==> src/dma_ctl_pkg.sv <==
package dma_ctl_pkg;

    // apb map, byte addresses
    localparam int PADDR_W = 12;
    localparam int CH_SEL_BIT = 5;
    localparam logic [4:0] OFS_CTRL = 5'h00;
    localparam logic [4:0] OFS_SRC = 5'h04;
    localparam logic [4:0] OFS_DST = 5'h08;
    localparam logic [4:0] OFS_RLD = 5'h0C;
    localparam logic [4:0] OFS_FWD = 5'h10;
    localparam logic [4:0] OFS_CNT = 5'h14;
    localparam logic [11:0] ADDR_STAT = 12'h040;

    // control register fields
    localparam int CTRL_FWDSRC_BIT = 0;
    localparam int CTRL_REQ_BIT = 2;
    localparam int CTRL_EN_BIT = 3;
    localparam int CTRL_SEL_LSB = 4;
    localparam int SEL_W = 4;

    // status register fields
    localparam int STAT_BUSY_BIT = 0;
    localparam int STAT_LVL_LSB = 8;

    // reset values and stepping
    localparam logic [31:0] RST_PTR = 32'h0000_0000;
    localparam logic [31:0] RST_WORD = 32'h0000_0000;
    localparam logic [31:0] ADDR_STEP = 32'h0000_0004;
    localparam int FIFO_DEPTH_DEF = 8;
    localparam int CNT_W_DEF = 16;

    typedef enum logic [2:0] {
        ENG_IDLE = 3'b001,
        ENG_READ = 3'b010,
        ENG_PUSH = 3'b100
    } eng_state_t;

endpackage : dma_ctl_pkg

==> src/xfer_fifo.sv <==
`timescale 1ns/1ps
module xfer_fifo #(
    parameter int WIDTH = 64,
    parameter int DEPTH = 8
) (
    // clock and reset
    input wire logic pclk,
    input wire logic presetn,
    // fill side
    input wire logic in_valid,
    output logic in_ready,
    input wire logic [WIDTH-1:0] in_data,
    // drain side
    output logic out_valid,
    input wire logic out_ready,
    output logic [WIDTH-1:0] out_data,
    output logic [$clog2(DEPTH+1)-1:0] level
);
    localparam int PW = (DEPTH > 1) ? $clog2(DEPTH) : 1;
    localparam int CW = $clog2(DEPTH + 1);

    logic [WIDTH-1:0] mem [DEPTH];
    logic [PW-1:0] wp_r;
    logic [PW-1:0] rp_r;
    logic [CW-1:0] cnt_r;
    logic push;
    logic pop;

    assign in_ready = (cnt_r != CW'(DEPTH));
    assign out_valid = (cnt_r != '0);
    assign out_data = mem[rp_r];
    assign level = cnt_r;
    assign push = in_valid && in_ready;
    assign pop = out_valid && out_ready;

    always_ff @(posedge pclk) begin
        if (push) begin
            mem[wp_r] <= in_data;
        end
    end

    // explicit wrap keeps non power of two depths correct
    always_ff @(posedge pclk or negedge presetn) begin
        if (!presetn) begin
            wp_r <= '0;
            rp_r <= '0;
            cnt_r <= '0;
        end else begin
            if (push) begin
                wp_r <= (wp_r == PW'(DEPTH - 1)) ? '0 : wp_r + PW'(1);
            end
            if (pop) begin
                rp_r <= (rp_r == PW'(DEPTH - 1)) ? '0 : rp_r + PW'(1);
            end
            cnt_r <= cnt_r + CW'(push) - CW'(pop);
        end
    end

endmodule : xfer_fifo

==> src/dma_channel.sv <==
`timescale 1ns/1ps
module dma_channel
    import dma_ctl_pkg::*;
#(
    parameter int NUM_SRC = 16,
    parameter int CNT_W = 16
) (
    // clock and reset
    input wire logic pclk,
    input wire logic presetn,
    // register writes
    input wire logic wr_ctrl,
    input wire logic wr_src,
    input wire logic wr_dst,
    input wire logic wr_rld,
    input wire logic [31:0] wdata,
    // request sources and engine
    input wire logic [NUM_SRC-1:0] req_lines,
    input wire logic start,
    // state
    output logic enable,
    output logic request,
    output logic [31:0] ctrl_rd,
    output logic [31:0] src_rd,
    output logic [31:0] dst_rd,
    output logic [CNT_W-1:0] rld_rd,
    output logic [31:0] fwd_rd,
    output logic [CNT_W-1:0] cnt_rd,
    output logic [31:0] src_addr,
    output logic [31:0] dst_addr
);
    logic fwd_src_r;
    logic en_r;
    logic req_r;
    logic [SEL_W-1:0] sel_r;
    logic [31:0] src_r;
    logic [31:0] dst_r;
    logic [CNT_W-1:0] rld_r;
    logic [31:0] fwd_r;
    logic [CNT_W-1:0] cnt_r;
    logic line_prev_r;
    logic line_now;
    logic line_rise;

    // a change of selection can look like an edge; software clears after it
    assign line_now = req_lines[sel_r];
    assign line_rise = line_now && !line_prev_r;

    always_ff @(posedge pclk or negedge presetn) begin
        if (!presetn) begin
            fwd_src_r <= 1'b0;
            sel_r <= '0;
            src_r <= RST_PTR;
            dst_r <= RST_PTR;
            rld_r <= '0;
        end else begin
            if (wr_ctrl) begin
                fwd_src_r <= wdata[CTRL_FWDSRC_BIT];
                sel_r <= wdata[CTRL_SEL_LSB +: SEL_W];
            end
            if (wr_src) begin
                src_r <= wdata;
            end
            if (wr_dst) begin
                dst_r <= wdata;
            end
            if (wr_rld) begin
                rld_r <= wdata[CNT_W-1:0];
            end
        end
    end

    always_ff @(posedge pclk or negedge presetn) begin
        if (!presetn) begin
            line_prev_r <= 1'b0;
            req_r <= 1'b0;
        end else begin
            line_prev_r <= line_now;
            if (line_rise) begin
                req_r <= 1'b1;
            end else if (start) begin
                req_r <= 1'b0;
            end else if (wr_ctrl && !wdata[CTRL_REQ_BIT]) begin
                req_r <= 1'b0;
            end
        end
    end

    always_ff @(posedge pclk or negedge presetn) begin
        if (!presetn) begin
            en_r <= 1'b0;
            fwd_r <= RST_PTR;
            cnt_r <= '0;
        end else if (wr_ctrl) begin
            en_r <= wdata[CTRL_EN_BIT];
            if (wdata[CTRL_EN_BIT]) begin
                fwd_r <= wdata[CTRL_FWDSRC_BIT] ? src_r : dst_r;
                cnt_r <= rld_r;
            end
        end else if (start) begin
            fwd_r <= fwd_r + ADDR_STEP;
            cnt_r <= cnt_r - CNT_W'(1);
            if (cnt_r == CNT_W'(1)) begin
                en_r <= 1'b0;
            end
        end
    end

    assign enable = en_r;
    assign request = req_r;
    assign ctrl_rd = {{(32 - CTRL_SEL_LSB - SEL_W){1'b0}}, sel_r, en_r, req_r, 1'b0, fwd_src_r};
    assign src_rd = src_r;
    assign dst_rd = dst_r;
    assign rld_rd = rld_r;
    assign fwd_rd = fwd_r;
    assign cnt_rd = cnt_r;
    assign src_addr = fwd_src_r ? fwd_r : src_r;
    assign dst_addr = fwd_src_r ? dst_r : fwd_r;

endmodule : dma_channel

==> src/dma_channel_enable_request_control.sv <==
// Behaviour
// - control bit 3 is the enable flag; writing one activates the channel.
// - enabling copies the source pointer (control bit 0 set) or the destination pointer into the working forward pointer.
// - enabling loads the working transfer counter from the reload register.
// - enabling an active channel restarts it, discarding progress.
// - control bit 2 is the request flag, separate from enable.
// - a request from the selected source sets the flag, enabled or not.
// - hardware clears the request flag when the transfer starts.
// - software can clear the request flag but never set it.
// - a request on an enabled channel starts the transfer once the engine is idle; channel 0 wins a tie.
//
// The address map and the APB slave port were decided locally.
`timescale 1ns/1ps
module dma_channel_enable_request_control
    import dma_ctl_pkg::*;
#(
    parameter int NUM_SRC = 16,
    parameter int CNT_W = CNT_W_DEF,
    parameter int FIFO_DEPTH = FIFO_DEPTH_DEF
) (
    // apb slave
    input wire logic pclk,
    input wire logic presetn,
    input wire logic psel,
    input wire logic penable,
    input wire logic pwrite,
    input wire logic [PADDR_W-1:0] paddr,
    input wire logic [31:0] pwdata,
    output logic [31:0] prdata,
    output logic pready,
    output logic pslverr,
    // peripheral request lines, same clock
    input wire logic [NUM_SRC-1:0] req_lines,
    // memory read port
    output logic mrd_valid,
    output logic [31:0] mrd_addr,
    input wire logic mrd_ready,
    input wire logic [31:0] mrd_data,
    // memory write port
    output logic mwr_valid,
    output logic [31:0] mwr_addr,
    output logic [31:0] mwr_data,
    input wire logic mwr_ready
);
    localparam int NCH = 2;
    localparam int LVL_W = $clog2(FIFO_DEPTH + 1);

    // apb handshake
    logic pready_r;
    logic pslverr_r;
    logic [31:0] prdata_r;
    logic access;
    logic wr_fire;
    logic [4:0] off;
    logic in_ch_space;
    logic ch_idx;
    logic hit_stat;
    logic mapped;
    logic [31:0] rd_mux;

    // per channel wiring
    logic [NCH-1:0] wr_ctrl;
    logic [NCH-1:0] wr_src;
    logic [NCH-1:0] wr_dst;
    logic [NCH-1:0] wr_rld;
    logic [NCH-1:0] ch_en;
    logic [NCH-1:0] ch_req;
    logic [NCH-1:0] cand;
    logic [NCH-1:0] start;
    logic [31:0] ctrl_rd [NCH];
    logic [31:0] src_rd [NCH];
    logic [31:0] dst_rd [NCH];
    logic [CNT_W-1:0] rld_rd [NCH];
    logic [31:0] fwd_rd [NCH];
    logic [CNT_W-1:0] cnt_rd [NCH];
    logic [31:0] src_addr [NCH];
    logic [31:0] dst_addr [NCH];

    // transfer engine
    eng_state_t state_r;
    eng_state_t state_nxt;
    logic mrd_valid_r;
    logic [31:0] mrd_addr_r;
    logic [31:0] dst_hold_r;
    logic [31:0] data_hold_r;

    // fifo and write stage
    logic fifo_in_valid;
    logic fifo_in_ready;
    logic fifo_out_valid;
    logic fifo_out_ready;
    logic [63:0] fifo_out_data;
    logic [LVL_W-1:0] fifo_level;
    logic mwr_valid_r;
    logic [31:0] mwr_addr_r;
    logic [31:0] mwr_data_r;

    // address decode
    assign access = psel && penable;
    assign wr_fire = access && pready_r && pwrite;
    assign off = paddr[4:0];
    assign in_ch_space = (paddr[PADDR_W-1:CH_SEL_BIT+1] == '0);
    assign ch_idx = paddr[CH_SEL_BIT];
    assign hit_stat = (paddr == ADDR_STAT);

    always_comb begin
        mapped = 1'b0;
        rd_mux = RST_WORD;
        if (hit_stat) begin
            mapped = 1'b1;
            rd_mux[STAT_BUSY_BIT] = (state_r != ENG_IDLE) || fifo_out_valid || mwr_valid_r;
            rd_mux[STAT_LVL_LSB +: LVL_W] = fifo_level;
        end else if (in_ch_space) begin
            mapped = 1'b1;
            case (off)
                OFS_CTRL: begin
                    rd_mux = ctrl_rd[ch_idx];
                end
                OFS_SRC: begin
                    rd_mux = src_rd[ch_idx];
                end
                OFS_DST: begin
                    rd_mux = dst_rd[ch_idx];
                end
                OFS_RLD: begin
                    rd_mux[CNT_W-1:0] = rld_rd[ch_idx];
                end
                OFS_FWD: begin
                    rd_mux = fwd_rd[ch_idx];
                end
                OFS_CNT: begin
                    rd_mux[CNT_W-1:0] = cnt_rd[ch_idx];
                end
                default: begin
                    mapped = 1'b0;
                end
            endcase
        end
    end

    // one wait state so every apb output is a flop
    always_ff @(posedge pclk or negedge presetn) begin
        if (!presetn) begin
            pready_r <= 1'b0;
            pslverr_r <= 1'b0;
            prdata_r <= RST_WORD;
        end else begin
            pready_r <= access && !pready_r;
            if (access && !pready_r) begin
                pslverr_r <= !mapped;
                prdata_r <= pwrite ? RST_WORD : rd_mux;
            end else begin
                pslverr_r <= 1'b0;
            end
        end
    end

    // channel instances share nothing
    genvar gi;
    generate
        for (gi = 0; gi < NCH; gi++) begin : g_ch
            logic sel_me;
            assign sel_me = wr_fire && in_ch_space && (ch_idx == 1'(gi));
            assign wr_ctrl[gi] = sel_me && (off == OFS_CTRL);
            assign wr_src[gi] = sel_me && (off == OFS_SRC);
            assign wr_dst[gi] = sel_me && (off == OFS_DST);
            assign wr_rld[gi] = sel_me && (off == OFS_RLD);
            // a control write in flight owns the pointers this cycle
            assign cand[gi] = ch_en[gi] && ch_req[gi] && !wr_ctrl[gi];

            dma_channel #(
                .NUM_SRC(NUM_SRC),
                .CNT_W(CNT_W)
            ) u_ch (
                .pclk(pclk),
                .presetn(presetn),
                .wr_ctrl(wr_ctrl[gi]),
                .wr_src(wr_src[gi]),
                .wr_dst(wr_dst[gi]),
                .wr_rld(wr_rld[gi]),
                .wdata(pwdata),
                .req_lines(req_lines),
                .start(start[gi]),
                .enable(ch_en[gi]),
                .request(ch_req[gi]),
                .ctrl_rd(ctrl_rd[gi]),
                .src_rd(src_rd[gi]),
                .dst_rd(dst_rd[gi]),
                .rld_rd(rld_rd[gi]),
                .fwd_rd(fwd_rd[gi]),
                .cnt_rd(cnt_rd[gi]),
                .src_addr(src_addr[gi]),
                .dst_addr(dst_addr[gi])
            );
        end
    endgenerate

    // fixed priority, first channel wins a tie
    assign start[0] = (state_r == ENG_IDLE) && cand[0];
    assign start[1] = (state_r == ENG_IDLE) && cand[1] && !cand[0];

    always_comb begin
        state_nxt = state_r;
        case (state_r)
            ENG_IDLE: begin
                if (|start) begin
                    state_nxt = ENG_READ;
                end
            end
            ENG_READ: begin
                if (mrd_ready) begin
                    state_nxt = ENG_PUSH;
                end
            end
            ENG_PUSH: begin
                if (fifo_in_ready) begin
                    state_nxt = ENG_IDLE;
                end
            end
            default: begin
                state_nxt = ENG_IDLE;
            end
        endcase
    end

    always_ff @(posedge pclk or negedge presetn) begin
        if (!presetn) begin
            state_r <= ENG_IDLE;
        end else begin
            state_r <= state_nxt;
        end
    end

    // addresses are latched at start so a restart cannot bend a beat in flight
    always_ff @(posedge pclk or negedge presetn) begin
        if (!presetn) begin
            mrd_valid_r <= 1'b0;
            mrd_addr_r <= RST_PTR;
            dst_hold_r <= RST_PTR;
            data_hold_r <= RST_WORD;
        end else begin
            if (state_r == ENG_IDLE && (|start)) begin
                mrd_valid_r <= 1'b1;
                mrd_addr_r <= start[0] ? src_addr[0] : src_addr[1];
                dst_hold_r <= start[0] ? dst_addr[0] : dst_addr[1];
            end else if (state_r == ENG_READ && mrd_ready) begin
                mrd_valid_r <= 1'b0;
                data_hold_r <= mrd_data;
            end
        end
    end

    // full fifo holds the engine in push, so no new start is taken
    assign fifo_in_valid = (state_r == ENG_PUSH);
    assign fifo_out_ready = !mwr_valid_r || mwr_ready;

    xfer_fifo #(
        .WIDTH(64),
        .DEPTH(FIFO_DEPTH)
    ) u_fifo (
        .pclk(pclk),
        .presetn(presetn),
        .in_valid(fifo_in_valid),
        .in_ready(fifo_in_ready),
        .in_data({dst_hold_r, data_hold_r}),
        .out_valid(fifo_out_valid),
        .out_ready(fifo_out_ready),
        .out_data(fifo_out_data),
        .level(fifo_level)
    );

    always_ff @(posedge pclk or negedge presetn) begin
        if (!presetn) begin
            mwr_valid_r <= 1'b0;
            mwr_addr_r <= RST_PTR;
            mwr_data_r <= RST_WORD;
        end else if (fifo_out_valid && fifo_out_ready) begin
            mwr_valid_r <= 1'b1;
            mwr_addr_r <= fifo_out_data[63:32];
            mwr_data_r <= fifo_out_data[31:0];
        end else if (mwr_ready) begin
            mwr_valid_r <= 1'b0;
        end
    end

    assign prdata = prdata_r;
    assign pready = pready_r;
    assign pslverr = pslverr_r;
    assign mrd_valid = mrd_valid_r;
    assign mrd_addr = mrd_addr_r;
    assign mwr_valid = mwr_valid_r;
    assign mwr_addr = mwr_addr_r;
    assign mwr_data = mwr_data_r;

endmodule : dma_channel_enable_request_control

==> config.mk <==
export PLATFORM = sky130hd
export DESIGN_NAME = dma_channel_enable_request_control
export DESIGN_NICKNAME = d
export VERILOG_FILES = /design/src/dma_ctl_pkg.sv /design/src/xfer_fifo.sv /design/src/dma_channel.sv /design/src/dma_channel_enable_request_control.sv
export SDC_FILE = /design/constraint.sdc
export NUM_CORES = 2
export LEC_CHECK = 0
export BUFFER_PORTS_ARGS = -buffer_cell sky130_fd_sc_hd__buf_2
export CORE_ASPECT_RATIO = 0.5
export CORE_MARGIN = 4
export CORE_UTILIZATION = 45
export DETAILED_ROUTE_END_ITERATION = 10
export SYNTH_ARGS = -nofsm -noshare
export SYNTH_HDL_FRONTEND = slang
export SYNTH_HIERARCHICAL = 1
export SYNTH_SLANG_ARGS = --single-unit
==> constraint.sdc <==
create_clock -name pclk -period 7.7 [get_ports pclk]
set_input_delay 1.155 -clock pclk [delete_from_list [all_inputs] [get_ports pclk]]
set_output_delay 1.155 -clock pclk [all_outputs]
set_load 0.01 [all_outputs]
==> results.txt <==
* Run status: finished, final reports clean
- Floorplan die height: 233 um
* Leak: 20.7 nW
* Std cell rows: 82
- Post-CTS repair changed the size of 0 cells.
- 1st-pass router iterations: 6
- Synthesis warning total: 6
- Pre-CTS setup slack: 2.79 ns
* Number of antenna violations at the first check in global routing: 5
- The total overflow left after global routing is 0.
- Fraction of final layout cells with drive strength greater than 1: 31.7%
- In the routed layout, each cell is associated on average with a via count of 5.94.
- Switching power: 3.30 mW
- From left edge to right edge, the die measures 459 um.
- Worst-margin pin slew: 1.19 ns
- Clock period minus final worst setup slack: 4.41 ns
* Worst VDD drop: 0.187 mV
- Power density over cell area: 250 mW/mm^2
* Initial Util: 45.5%
- Critical path's largest stage delay: 0.87 ns
* Hold-fix buffers at CTS: 0
- Max-slew headroom at the worst pin: 19.7%
- Total Power Consumption: 12.7 mW
- EDFF count, synth: 512
- The detail route stage leaves a number of antenna-violating nets equal to 0.
- Buffers added on ports: 230
- For the worst-skew pair, the clock arrives at the later sink with an insertion delay of 0.70 ns.
- Most common cell type on the critical path: nand2_1
- Synthesis produced a netlist whose cell count is 3145.
- Synthesis-to-layout area growth: 11.4%
* Clk pwr share: 36.0%
- Routability congestion estimate from global placement: 0.931
- Fraction of power consumed by sequential logic: 48.1%
- Post-synthesis sequential element count: 993
- Sort of element at the end of the critical path: flip-flop
- Buffers added to address setup during post-CTS repair amount to 0.
- After clock tree synthesis, the clock-pin slew on the worst setup and hold paths is 0.07 ns.
- TritonCTS built the clock tree.
* H-tree level count: 3
- Worst EP arrival: 4.99 ns
- Setup repair after global routing left no endpoint under its margin.
* Number of global-route vias before repair: 28230
* Fraction of registers with async set or reset after synthesis: 48.4%
- Share of power burned in combinational logic: 16.0%
* Combined area of all synthesized cells: 0.0457 sq mm
- Static timing analysis puts the maximum clock frequency at 227 MHz.
* Final Hold Viols: 0
- In this run switching power makes up 25.9% of total power.
- Worst-path cell chain: buf_2 > nor3_1 > nand2_1 > nor2_4 > nand2_1 > nand2_1 > nand4_1 > a21oi_1 > nor2_1
- Worst clock skew: 0.0297 ns
- Summing the sequential cell areas from Yosys gives 60.0% of the chip area.
- Number of filler instances in the final layout: 8513
- Once routing completed, OpenROAD measured the worst setup slack at 3.29 ns.
* Setup Total Neg Slack: 0 ns
- Cell at the root of the clock tree: clkbuf_16
- Pin placement for this block handled 231 I/O pins.
- Type of origin of the critical path: input port
- Worst-path fanout max: 20
- The die covers 0.107 sq mm.
- Summed over all layers, the routed wires come to 127000 um.
- After layout, the worst path uses 57.3% of the clock period.
* Global-route wire length before repair: 189000 um
- Critical setup path kind: in -> reg
* Internal Pwr Total: 9.41 mW
- Final layout net count: 3416
* Worst min-delay path class: reg -> reg
- On the critical path, the stage with the largest delay is an instance of nand2_1.
- Dividing the detail-routed wire length by the instance count gives 26.9 um.
* Synth Area per Inst: 14.5 sq um
- Total track usage: 23.6%
- Most frequently used flop master after synthesis: edfxtp_1
* Post-route worst hold slack: 0.474 ns
- Number of buffers created by CTS: 92
- For this design, the sink count on the clock tree is 993.
- Placeable core region: 0.100 sq mm
* Slew Viols, Final: 0
- Half-perimeter wire length after placement: 81100 um
* Unique cell type count in the Yosys netlist: 75
- Detailed router's first-iteration violation count: 2564
* Clock Tree Buf Depth: 3
- Maximum number of pins on one net before global-route repair: 137
- Across the run, the number of max-cap violations was 0.
- For the worst setup path, the data required time is 8.28 ns.
- In the routed design, unresolved DRC markers number 0.
* Setup violations, final: 0
- Number of vias after detailed routing: 28051
==> cell families (layout without fill, tap and decap cells) <==
| logic type | Yosys count | count (layout) | share of synthesized area (%) |
|---|---|---|---|
| AOI/OAI and AO/OA | 426 | 426 | 5.97 |
| adders and majority gates | 18 | 18 | 0.504 |
| other | 2 | 51 | 0.0164 |
| DFF | 993 | 993 | 60.0 |
| xor gates and xnor gates | 26 | 26 | 0.498 |
| and+or+nand+nor | 508 | 508 | 5.65 |
| buffers and inverters | 300 | 485 | 3.27 |
| muxes | 872 | 872 | 24.1 |
==> cell usage in the layout, fill, tap and decap left out, types with 18 or more instances in the layout <==
cell type and instances:
conb_1 50, a311oi_1 21, inv_1 29, clkinv_2 18, and3_1 19, clkbuf_16 95, dfrtp_1 475, o21ai_0 72
nand4_1 25, a211oi_1 33, o22ai_1 62, mux2_2 466, a21oi_1 69, buf_4 53, mux4_2 136, nor3_1 31
buf_2 227, nand3_1 35, clkbuf_1 32, nor2_1 95, o21ai_1 64, edfxtp_1 512, mux2i_1 270, nor2b_1 19
nand2_1 172
==> cells in the mapped netlist, drive strengths merged, types with 34 or more instances <==
cell,number,area (sq um)
dfrtp,480,12000
nor3,36,180
a211oi,34,255
mux4,136,3060
mux2i,270,2700
nand3,35,175
nor2,106,398
edfxtp,512,15400
clkbuf,120,453
a21oi,69,345
mux2,466,5250
o22ai,62,388
nand2,174,653
o21ai,136,681
buf,151,932
==> metal layers <==
metal	wire (um)	GRT usage, %
met1	57000	34.0
met2	56800	36.1
met5	13	0
met3	9270	5.28
met4	3780	6.99
==> layout make-up <==
cell class | count | area, sq um | share of cell area, %
multi-input cells | 1900 | 17100 | 33.6
well taps | 1344 | 1680 | 3.30
clock buffers | 140 | 2680 | 5.26
clock inverters | 32 | 302 | 0.592
flip-flops and latches | 993 | 27400 | 53.9
repair buffers | 284 | 1600 | 3.14
diodes | 1 | 2.50 | 0.00491
inverters | 29 | 109 | 0.214
==> power groups by stage <==
stage | clock [mW] | sequential [mW] | combinational [mW]
after CTS | 4.67 | 6.13 | 2.08
after global placement | 0 | 6.23 | 2.05
after detailed placement | 0 | 6.24 | 2.07
after global routing | 4.88 | 6.15 | 2.21
after floorplan | 0 | 6.07 | 1.58
final | 4.57 | 6.11 | 2.03
==> critical path, delay by kind of cell <==
family | cells | cell delay [ns]
buffers and inverters | 1 | 0.14
and+or+nand+nor | 7 | 3.50
AOI/OAI and AO/OA | 1 | 0.19
==> flip-flops by register name (all words and copies together), names as in the netlist, 8 cells and up <==
| signal | cells |
|---|---|
| mwr_addr | 32 |
| prdata | 32 |
| g_ch.u_ch/src_rd | 64 |
| g_ch.u_ch/fwd_rd | 64 |
| mrd_addr | 32 |
| dst_hold_r | 32 |
| g_ch.u_ch/sel_r | 8 |
| data_hold_r | 32 |
| mwr_data | 32 |
| g_ch.u_ch/rld_rd | 32 |
| u_fifo/mem | 512 |
| g_ch.u_ch/cnt_rd | 32 |
| g_ch.u_ch/dst_rd | 64 |
==> final timing paths <==
| path | from | endpoint | slack (ns) | depth (start not counted) |
|---|---|---|---|---|
| setup reg to reg | pready | g_ch[0].u_ch/cnt_rd[12] | 3.75 | 9 |
| hold reg to reg | prdata[2] | prdata[2] | 0.47 | 2 |
| min in group asynchronous | presetn | g_ch[1].u_ch/src_rd[5] | 0.55 | 1 |
| max in group asynchronous | presetn | g_ch[0].u_ch/fwd_rd[21] | 5.46 | 2 |
| setup / recovery | paddr[4] | g_ch[0].u_ch/cnt_rd[12] | 3.29 | 9 |
| hold / removal | prdata[2] | prdata[2] | 0.47 | 2 |
==> per-stage QoR <==
stage / util, % / cells / area (sq um)
6_report: 50.7 / 4723 / 50900
5_1_grt: 50.7 / 4723 / 50900
4_1_cts: 50.7 / 4722 / 50900
3_5_place_dp: 47.7 / 4550 / 47900
3_3_place_gp: 47.7 / 4550 / 47900
2_1_floorplan: - / 3193 / 45900
Power figures use the tool's default switching activity.
